## config.mk

```make
export PLATFORM = sky130hd
export DESIGN_NAME = lsw_status
export DESIGN_NICKNAME = d
export VERILOG_FILES = /design/src/lsw_pkg.sv /design/src/lsw_status.sv
export SDC_FILE = /design/constraint.sdc
export NUM_CORES = 1
export LEC_CHECK = 0
export BUFFER_PORTS_ARGS = -buffer_cell sky130_fd_sc_hd__buf_2
export CAP_MARGIN = 20
export CORE_MARGIN = 1.5
export CORE_UTILIZATION = 35
export CTS_CLUSTER_SIZE = 30
export DETAILED_ROUTE_END_ITERATION = 8
export PLACE_DENSITY = 0.7
export SLEW_MARGIN = 20
export SYNTH_ARGS = -nofsm -noshare
export SYNTH_HDL_FRONTEND = slang
export SYNTH_SLANG_ARGS = --single-unit
```

## constraint.sdc

```tcl
create_clock -name ref_clk -period 1.6 [get_ports ref_clk]
set_clock_uncertainty 0.2 [all_clocks]
set_input_delay 0.4 -clock ref_clk [delete_from_list [all_inputs] [get_ports ref_clk]]
set_output_delay 0.4 -clock ref_clk [all_outputs]
set_load 0.1 [all_outputs]
```

## src/lsw_pkg.sv

```systemverilog
// Package with constants and types for the loop status word block.
// Contract
// - Set bit 15 when the parameter save to nonvolatile memory finishes.
// - Host save request bit starts the RAM to EEPROM write.
// - Save request clears the save-completed flag so each save is signalled afresh.
// - Save-completed flag stays clear after power-up until a save completes.
// - Bit 14 set when sensor absent, broken, or input out of range.
// - Bit 12 set on cold-junction compensator fault or host watchdog error.
// - Bit 11 set while waiting for first I/O refresh after power-up or restart.
// - Bit 10 set when autotuning has produced new PID constants.
// - Bit 10 clear once the host's PID constants have been transferred.
// - Bit 9 set whenever a received host setting is invalid.
// - Bit 8 clear while controlling, set while control is stopped.
// - Bit 4 follows the loop's control output.
// - Bit 3 set exactly while autotuning is in progress.
// - Bits 1 and 0 set while temperature lies inside alarm ranges one and two.
// - Unused bits 13, 7 to 5 and 2 read as zero.
`default_nettype none
package lsw_pkg;
  localparam logic [7:0] LOOP4_STATUS_WORD_OFS = 8'h13;
  localparam logic [7:0] SAVE_REQ_WORD_OFS     = 8'h0C;
  localparam int         SAVE_REQ_BIT          = 14;
  localparam int         BIT_SAVE_DONE         = 15;
  localparam int         BIT_SENSOR_ERR        = 14;
  localparam int         BIT_FATAL_ERR         = 12;
  localparam int         BIT_STANDBY           = 11;
  localparam int         BIT_PID_NEW           = 10;
  localparam int         BIT_SET_ERR           = 9;
  localparam int         BIT_STOP              = 8;
  localparam int         BIT_CTRL_OUT          = 4;
  localparam int         BIT_AUTOTUNE          = 3;
  localparam int         BIT_ALARM_ONE         = 1;
  localparam int         BIT_ALARM_TWO         = 0;
  localparam logic [15:0] STATUS_RST           = 16'h0800;
  localparam logic [15:0] STATUS_USED_MASK     = 16'hDF1B;

  typedef enum logic [1:0] {
    LSW_IDLE,
    LSW_SAVING
  } lsw_save_st_t;

  typedef struct packed {
    logic sensor_absent;
    logic sensor_broken;
    logic input_out_of_range;
    logic cjc_fault;
    logic host_wdt_err;
    logic setting_err;
    logic ctrl_stopped;
    logic ctrl_out_on;
    logic autotune_busy;
    logic alarm_one_in;
    logic alarm_two_in;
  } lsw_cond_t;

  typedef struct packed {
    logic         save_req_d;
    lsw_save_st_t save_st;
    logic         save_done;
    logic         pid_new;
    logic         standby;
    logic [15:0]  status;
  } lsw_state_t;
endpackage
`default_nettype wire

```

## src/lsw_status.sv

```systemverilog
// Loop status word logic for loop 4, presented to the host on each I/O refresh.
`default_nettype none
module lsw_status (
  input  wire logic              ref_clk,
  input  wire logic              rst_n,
  input  wire logic              clk_en,
  input  wire logic              unit_restart,
  input  wire logic              io_refresh,
  input  wire logic              save_req,
  output logic                   save_start,
  input  wire logic              save_write_done,
  input  wire logic              pid_calc_update,
  input  wire logic              pid_transfer_done,
  input  wire lsw_pkg::lsw_cond_t cond,
  output logic [15:0]            loop4_status_word
);

  lsw_pkg::lsw_state_t st_r;
  lsw_pkg::lsw_state_t st_nxt;
  logic                save_req_rise;

  assign save_req_rise = save_req & ~st_r.save_req_d;
  assign save_start    = clk_en & save_req_rise & (st_r.save_st == lsw_pkg::LSW_IDLE);

  function automatic logic [15:0] pack_word(input lsw_pkg::lsw_state_t s, input lsw_pkg::lsw_cond_t c);
    logic [15:0] w;
    w = 16'h0000;
    w[lsw_pkg::BIT_SAVE_DONE]  = s.save_done;
    w[lsw_pkg::BIT_SENSOR_ERR] = c.sensor_absent | c.sensor_broken | c.input_out_of_range;
    w[lsw_pkg::BIT_FATAL_ERR]  = c.cjc_fault | c.host_wdt_err;
    w[lsw_pkg::BIT_STANDBY]    = s.standby;
    w[lsw_pkg::BIT_PID_NEW]    = s.pid_new;
    w[lsw_pkg::BIT_SET_ERR]    = c.setting_err;
    w[lsw_pkg::BIT_STOP]       = c.ctrl_stopped;
    w[lsw_pkg::BIT_CTRL_OUT]   = c.ctrl_out_on;
    w[lsw_pkg::BIT_AUTOTUNE]   = c.autotune_busy;
    w[lsw_pkg::BIT_ALARM_ONE]  = c.alarm_one_in;
    w[lsw_pkg::BIT_ALARM_TWO]  = c.alarm_two_in;
    return w & lsw_pkg::STATUS_USED_MASK;
  endfunction

  always_comb
  begin
    st_nxt = st_r;
    st_nxt.save_req_d = save_req;
    case (st_r.save_st)
      lsw_pkg::LSW_IDLE:
      begin
        if (save_req_rise)
        begin
          st_nxt.save_st = lsw_pkg::LSW_SAVING;
        end
      end
      lsw_pkg::LSW_SAVING:
      begin
        if (save_write_done)
        begin
          st_nxt.save_st   = lsw_pkg::LSW_IDLE;
          st_nxt.save_done = 1'b1;
        end
      end
      default:
      begin
        st_nxt.save_st = lsw_pkg::LSW_IDLE;
      end
    endcase
    // A new request clears the flag, unless it arrives in the cycle a running save completes; then the completion sets it.
    if (save_req_rise && !(st_r.save_st == lsw_pkg::LSW_SAVING && save_write_done))
    begin
      st_nxt.save_done = 1'b0;
    end
    // New constants win over a transfer in the same cycle, so the update is not lost.
    if (pid_calc_update)
    begin
      st_nxt.pid_new = 1'b1;
    end
    else if (pid_transfer_done)
    begin
      st_nxt.pid_new = 1'b0;
    end
    if (unit_restart)
    begin
      st_nxt.standby = 1'b1;
    end
    else if (io_refresh)
    begin
      st_nxt.standby = 1'b0;
    end
    // The word is captured in one cycle at each refresh so the host sees a coherent snapshot.
    if (io_refresh)
    begin
      st_nxt.status = pack_word(st_r, cond);
    end
  end

  always_ff @(posedge ref_clk)
  begin
    if (!rst_n)
    begin
      st_r.save_req_d <= 1'b0;
      st_r.save_st   <= lsw_pkg::LSW_IDLE;
      st_r.save_done <= 1'b0;
      st_r.pid_new   <= 1'b0;
      st_r.standby   <= 1'b1;
      st_r.status    <= lsw_pkg::STATUS_RST;
    end
    else if (clk_en)
    begin
      st_r <= st_nxt;
    end
  end

  assign loop4_status_word = st_r.status;

  a_save_done_clear: assert property (@(posedge ref_clk) disable iff (!rst_n)
    clk_en && save_req_rise && st_r.save_st == lsw_pkg::LSW_IDLE |=> !st_r.save_done)
    else $error("save done flag not cleared by request");
  a_save_done_set: assert property (@(posedge ref_clk) disable iff (!rst_n)
    clk_en && st_r.save_st == lsw_pkg::LSW_SAVING && save_write_done |=> st_r.save_done)
    else $error("save done flag not set on completion");
  a_save_done_hold: assert property (@(posedge ref_clk) disable iff (!rst_n)
    !$past(st_r.save_done) && st_r.save_done |-> $past(save_write_done))
    else $error("save done flag rose without a completion");
  a_save_start_ok: assert property (@(posedge ref_clk) disable iff (!rst_n)
    save_start |=> st_r.save_st == lsw_pkg::LSW_SAVING)
    else $error("save start did not enter saving state");
  a_unused_zero: assert property (@(posedge ref_clk) disable iff (!rst_n)
    (loop4_status_word & ~lsw_pkg::STATUS_USED_MASK) == 16'h0000)
    else $error("unused status bits not zero");
  a_snap_update: assert property (@(posedge ref_clk) disable iff (!rst_n)
    clk_en && io_refresh && !cond.ctrl_stopped |=> !loop4_status_word[lsw_pkg::BIT_STOP])
    else $error("stop bit snapshot wrong");
  a_snap_stable: assert property (@(posedge ref_clk) disable iff (!rst_n)
    !io_refresh |=> $stable(loop4_status_word))
    else $error("status word changed between refreshes");
  a_sensor_err: assert property (@(posedge ref_clk) disable iff (!rst_n)
    clk_en && io_refresh && cond.sensor_broken |=> loop4_status_word[lsw_pkg::BIT_SENSOR_ERR])
    else $error("sensor error bit not set");
  a_fatal_err: assert property (@(posedge ref_clk) disable iff (!rst_n)
    clk_en && io_refresh && cond.host_wdt_err |=> loop4_status_word[lsw_pkg::BIT_FATAL_ERR])
    else $error("fatal error bit not set");
  a_pid_new_set: assert property (@(posedge ref_clk) disable iff (!rst_n)
    clk_en && pid_calc_update |=> st_r.pid_new)
    else $error("pid new flag not set");
  a_pid_xfer_clr: assert property (@(posedge ref_clk) disable iff (!rst_n)
    clk_en && pid_transfer_done && !pid_calc_update |=> !st_r.pid_new)
    else $error("pid new flag not cleared on transfer");
  a_standby_clr: assert property (@(posedge ref_clk) disable iff (!rst_n)
    clk_en && io_refresh && !unit_restart |=> !st_r.standby)
    else $error("standby not cleared by refresh");

  // A frozen clock enable must leave the presented word and the save launch untouched.
  a_freeze_word: assert property (@(posedge ref_clk) disable iff (!rst_n)
    !clk_en |=> $stable(loop4_status_word))
    else $error("status word changed while clock enable low");
  a_freeze_start: assert property (@(posedge ref_clk) disable iff (!rst_n)
    !clk_en |-> !save_start)
    else $error("save start pulsed while clock enable low");
  a_busy_no_start: assert property (@(posedge ref_clk) disable iff (!rst_n)
    st_r.save_st == lsw_pkg::LSW_SAVING |-> !save_start)
    else $error("save start pulsed while a save runs");
  a_restart_sby: assert property (@(posedge ref_clk) disable iff (!rst_n)
    clk_en && unit_restart |=> st_r.standby)
    else $error("standby not set by unit restart");

  // Each flag and single-source bit must match its value sampled at the refresh edge; each error source must set its bit.
  a_save_bit: assert property (@(posedge ref_clk) disable iff (!rst_n)
    clk_en && io_refresh |=> loop4_status_word[lsw_pkg::BIT_SAVE_DONE] == $past(st_r.save_done))
    else $error("save done bit does not match flag");
  a_sby_bit: assert property (@(posedge ref_clk) disable iff (!rst_n)
    clk_en && io_refresh |=> loop4_status_word[lsw_pkg::BIT_STANDBY] == $past(st_r.standby))
    else $error("standby bit does not match flag");
  a_pid_bit: assert property (@(posedge ref_clk) disable iff (!rst_n)
    clk_en && io_refresh |=> loop4_status_word[lsw_pkg::BIT_PID_NEW] == $past(st_r.pid_new))
    else $error("pid bit does not match flag");
  a_sensor_absent: assert property (@(posedge ref_clk) disable iff (!rst_n)
    clk_en && io_refresh && cond.sensor_absent |=> loop4_status_word[lsw_pkg::BIT_SENSOR_ERR])
    else $error("sensor error bit not set for absent sensor");
  a_sensor_range: assert property (@(posedge ref_clk) disable iff (!rst_n)
    clk_en && io_refresh && cond.input_out_of_range |=> loop4_status_word[lsw_pkg::BIT_SENSOR_ERR])
    else $error("sensor error bit not set for out of range input");
  a_cjc_fault: assert property (@(posedge ref_clk) disable iff (!rst_n)
    clk_en && io_refresh && cond.cjc_fault |=> loop4_status_word[lsw_pkg::BIT_FATAL_ERR])
    else $error("fatal error bit not set for compensator fault");
  a_set_err_bit: assert property (@(posedge ref_clk) disable iff (!rst_n)
    clk_en && io_refresh |=> loop4_status_word[lsw_pkg::BIT_SET_ERR] == $past(cond.setting_err))
    else $error("setting error bit wrong");
  a_stop_bit: assert property (@(posedge ref_clk) disable iff (!rst_n)
    clk_en && io_refresh |=> loop4_status_word[lsw_pkg::BIT_STOP] == $past(cond.ctrl_stopped))
    else $error("stop bit wrong");
  a_ctrl_out_bit: assert property (@(posedge ref_clk) disable iff (!rst_n)
    clk_en && io_refresh |=> loop4_status_word[lsw_pkg::BIT_CTRL_OUT] == $past(cond.ctrl_out_on))
    else $error("control output bit wrong");
  a_autotune_bit: assert property (@(posedge ref_clk) disable iff (!rst_n)
    clk_en && io_refresh |=> loop4_status_word[lsw_pkg::BIT_AUTOTUNE] == $past(cond.autotune_busy))
    else $error("autotune bit wrong");
  a_alarm_one_bit: assert property (@(posedge ref_clk) disable iff (!rst_n)
    clk_en && io_refresh |=> loop4_status_word[lsw_pkg::BIT_ALARM_ONE] == $past(cond.alarm_one_in))
    else $error("alarm one bit wrong");
  a_alarm_two_bit: assert property (@(posedge ref_clk) disable iff (!rst_n)
    clk_en && io_refresh |=> loop4_status_word[lsw_pkg::BIT_ALARM_TWO] == $past(cond.alarm_two_in))
    else $error("alarm two bit wrong");

endmodule
`default_nettype wire

```

# [Word-level counts from Yosys, hierarchy flattened]
# Cells that the tools add are included.
[op_classes] n_eq_ne=3 muxes=9 n_bitwise=7 n_reduce_logical=13
[ops] operator="$reduce_bool 2->1" n=4
[ops] operator="$mux 1" n=6
[ops] operator="$reduce_and 2->1" n=3
[ops] operator="$reduce_and 3->1" n=2
[ops] operator="$ne 2x2->1 const B" n=2
[ops] operator="$pmux 2 s2" n=1
[ops] operator="$and 1x1->1" n=3
[ops] operator="$mux 3" n=1
[ops] operator="$or 1x1->1" n=3
[ops] operator="$eq 2x1->1 const B" n=1
[ops] operator="$logic_and 1x1->1" n=2
[ops] operator="$logic_not 2->1" n=1
[ops] operator="$mux 2" n=1
[ops] operator="$logic_not 1->1" n=1
[ops] operator="$not 1->1" n=1
[word_totals] regBits=17 in_bits=20 output_inout_bits=17 word_cells=38

# [Depth between registers and ports, before layout]
[depth] depth_word=6 ltp_mapped=4 depth_no_buf=2

# [Least setup slack after synthesis]
# No wires, ideal clock.
[synth_path] path_type="input -> output" start="input clk_en" end="output save_start" arrival_time_ns=2.715 required_ns=1.000 path_slack_ns=-1.715 path_stages=4 path_buffers=2 path_cell_list="buf_6 buf_6 nand2_1 nor3_1"
[synth_via] elab_chain_len=2
[synth_lines] element="from (decl)" line_no="lsw_status.sv:6" source="input wire logic clk_en,"
[synth_lines] element="$and 1x1->1 (2 in a row)" line_no="lsw_status.sv:23" source="assign save_start = clk_en & save_req_rise & (st_r.save_st == lsw_pkg::LSW_IDLE);"
[synth_lines] element="to (decl)" line_no="lsw_status.sv:10" source="output logic save_start,"
# No other way between the ends.

# [Worst setup path after layout]
[layout_path] start="register st_r[19] (netlist name)" end="output save_start"
[layout_via] elab_chain_len=2
[layout_lines] element="from (decl)" line_no="lsw_status.sv:18" source="lsw_pkg::lsw_state_t st_r;"
[layout_lines] element="from (signal assigned)" line_no="lsw_status.sv:109" source="st_r <= st_nxt;"
[layout_lines] element="$logic_not 2->1" line_no="lsw_status.sv:23"
[layout_lines] element="$and 1x1->1" line_no="lsw_status.sv:23"
# No other way between the ends.

==> impl_summary.md <==
Status
The run finished, with violations left. The final reports fail on setup timing.

Die
The die area is 0.00257 mm2. The initial core utilization is 36.4%. In this run the count of I/O pins placed on the die edge is 37. The die height is 50.7 um. The die is 50.7 um wide. The area of the core region is 0.00219 mm2. The number of cell rows is 17.

Detailed routing
The number of routed nets with antenna violations is 0. The wire length reported by the detailed router is 1.54 mm. The routed layout has 653 vias. Before antenna repair, the detailed router went through 4 iterations. For this block, the initial DRC count from the detailed router was 2. The average routed wire per standard cell is 11.4 um. In the routed design, unresolved DRC markers number 0. The routed via count divided by cell count is 4.84.

Pwr
Per report_power, the combinational group accounts for 30.6% of the total. Of the total power, registers draw 43.1%. Internal power comes to 659 uW. The leakage power is 0.481 nW. Summed over all nets, the switching power comes to 354 uW.

Across the VDD grid, the largest voltage drop is 0.423 mV. The areal power density over the cells is 923 mW/mm2. The clock group share of total power is 26.3%. The power consumption is 1.01 mW.

The switching part of the total is 35.0%.

Layout
With fillers left out, the area of the finished cells amounts to 0.00110 mm2. The layout net count is 128. Compared with the post-synthesis result, the final layout area differs by 37.7%. The total of fill cells in the finished design is 203. The post-route netlist has 40.2% of its cells at a drive strength greater than 1. The number of antenna diodes is 0.

The area of the multi-input gates is 335 um2. Across the whole layout, storage elements account for 322 um2.

Worst setup path
The critical path goes through nor3_4 > buf_12. The highest net fanout along the worst path is 2. The number of cells on the worst reg-to-reg path is 2. The worst register-to-register path begins at st_r[21].

The slowest stage cell on the critical path is sky130_fd_sc_hd__dfxtp_2. Grouping stages by cell kind, the critical path spends the most delay in flip-flops. STA classifies the critical path endpoint as an output pin. The critical path buffer and inverter count is 1.

Data on the critical path is required at its endpoint by 1.00 ns. The flop-to-flop setup slack is 0.49 ns. The destination of the worst register-to-register timing path is st_r[19]. The type of element launching the critical path is a flip-flop. The maximum cell stage delay along the critical path is 0.35 ns. The critical path in this run is classified as reg2out. The arrival time of the worst setup path is 1.03 ns.

Global routing
The first global-routing pass estimated 2.51 mm of wire. Global routing used 2.08% of the available met3 tracks. Global routing consumed, over all layers together, 13.6% of the routing resources. The overall overflow remaining after global route is 0.

The global routing usage on met1 is 16.2%. After global routing, the most crowded layer is met2. The initial antenna violation count is 0. The via count of the first global-routing pass is 599. The maximum number of pins on one net before global-route repair is 18. For this run, global-route usage on met2 was measured as 20.2%.

Logic synthesis
By area the synthesized netlist is led by sky130_fd_sc_hd__dfxtp_1 (40%), sky130_fd_sc_hd__buf_4 (16%), sky130_fd_sc_hd__a21bo_1 (10%). The cell area that synthesis handed to floorplanning was 797 um2. After technology mapping, the gate count stands at 86. The library cell with the highest instance count after synthesis is sky130_fd_sc_hd__buf_4. For this run, asynchronously set or reset flops after synthesis account for 0%. The dominant register cell in the synthesized netlist is sky130_fd_sc_hd__dfxtp_1. The sequential area share after synthesis is 40.2%. The average instance in the mapped netlist occupies 9.27 um2. In this run, distinct cell masters in the synthesized netlist total 21. During synthesis, Yosys emitted a total of 0 warnings. The share of Yosys cell area claimed by the top area cell type is 40.2%. Counting instances in the post-synthesis netlist gives the leading cell types as sky130_fd_sc_hd__buf_4 (17), sky130_fd_sc_hd__dfxtp_1 (16), sky130_fd_sc_hd__a21oi_1 (12).

Counting flops and latches in the post-synthesis netlist gives 16. The count of flip-flops with a built-in enable after synthesis is 0. The largest area contributor in the synthesized netlist is sky130_fd_sc_hd__dfxtp_1.

Timing
The smallest clock period supported by the final layout is computed as 1.63 ns. Setup violations remaining at the end of the flow were counted as 1. Setup slack on the critical path of the routed design comes to -0.0252 ns.

The highest achievable clock rate is 0.615 GHz. The count of final hold-check violations is 0. The number of max-slew violations in the final report is 0. The setup TNS is -0.0252 ns.

The share of the cycle needed by the critical path after routing is 102%. Setup repair after global routing could not meet its margin everywhere. On the final layout, the worst hold slack is 0.133 ns.

Job
The max-capacitance violation count is 0.

Place
The placed standard-cell area is 0.00105 mm2. The count of input and output buffers is 31. The setup slack at placement is 0.0180 ns. The wire-length estimate of the detail-placed layout is 1.15 mm.

The last weighted congestion value of the routability-driven placer is 0.624.

Clock network
The number of H-tree levels is 1. The number of sinks handled by clock tree synthesis is 16. The clock passes through at most 2 buffers. The clock tree from TritonCTS is built.

The clock transition at the registers of the reported paths is 0.09 ns. Clock latency on the worst-skew pair, taken at its later pin, is 0.28 ns. The clock buffer count from CTS is 3. The clock tree root buffer cell is sky130_fd_sc_hd__clkbuf_4.

Worst hold path
The depth of the worst hold-timing path is 2. The type of the worst min-delay path is in2reg. The startpoint identified for the worst hold timing path is unit_restart. The hold-critical path endpoint is st_r[16].
==> cell usage in the layout, fill, tap and decap left out, types with 2 or more instances in the layout <==
master,Yosys,layout
sky130_fd_sc_hd__buf_2,2,19
sky130_fd_sc_hd__dfxtp_1,16,15
sky130_fd_sc_hd__a21oi_1,12,12
sky130_fd_sc_hd__buf_12,0,12
sky130_fd_sc_hd__nand3_1,9,9
sky130_fd_sc_hd__a21bo_1,8,8
sky130_fd_sc_hd__conb_1,1,5
sky130_fd_sc_hd__buf_4,17,4
sky130_fd_sc_hd__nand2_1,4,3
sky130_fd_sc_hd__clkbuf_4,0,3
sky130_fd_sc_hd__a311oi_1,2,2
==> per-stage QoR <==
step / util, % / std cells
global placement: 48.0 / 130
detailed placement: 48.0 / 130
global route: 50.1 / 135
finish: 50.1 / 135
floorplan: - / 90
CTS: 50.1 / 135
==> power by group through the flow <==
stage | clock network, mW | registers (mW) | logic (mW)
floorplan | 0 | 0.436 | 0.249
global placement | 0 | 0.445 | 0.302
detailed placement | 0 | 0.446 | 0.308
CTS | 0.278 | 0.437 | 0.312
global route | 0.297 | 0.440 | 0.324
finish | 0.267 | 0.436 | 0.310
==> worst reg2reg max path, stage by stage, from the launching register on <==
cell                      delay [ns]
sky130_fd_sc_hd__dfxtp_1        0.41
sky130_fd_sc_hd__and3b_1        0.21
sky130_fd_sc_hd__o211a_1        0.20
==> worst max-delay path by stage <==
stage,startpoint,endpoint,slack [ns],depth (start not counted)
6_report,st_r[19],save_start,-0.03,2
5_1_grt,st_r[19],save_start,-0.07,2
4_1_cts,st_r[19],save_start,-0.04,2
3_5_place_dp,clk_en,save_start,0.02,4
3_3_place_gp,clk_en,save_start,0.02,4
2_1_floorplan,clk_en,save_start,-0.45,4
==> routing by layer <==
metal / routed length, um / share of wire, %
met2: 695 / 45
met1: 682 / 44
met4: 76 / 5.0
met3: 80 / 5.2
met5: 0 / 0
==> registers in the layout, indices dropped and copies added, names as in the netlist <==
name	flops
loop4_status_word	11
st_r	5
==> kinds of logic (layout without fill, tap and decap cells) <==
kind of cell | count (synthesis) | in the layout | synth area share (%)
buffers and inverters | 23 | 40 | 22.0
other | 1 | 5 | 0.471
DFF | 16 | 16 | 40.2
AOI/OAI and AO/OA | 27 | 27 | 25.4
and+or+nand+nor | 19 | 19 | 11.9
==> area by class of cell <==
cell class              instances  area share, %
multi-input cells              51           30.6
clock buffers                   4           3.31
flip-flops and latches         16           29.3
repair buffers                 35           33.3
well taps                      28           3.19
inverters                       1          0.342
==> timing repair <==
action / in CTS / in global routing
pin swaps: 1 / 0
setup endpoints to repair: 1 / 1
hold endpoints to repair: 0 / 0
resized for setup: 1 / 0
hold buffers: 0 / 0
setup buffers: 1 / 0
gates cloned: 0 / 0
(Power assumes the default switching activity.)
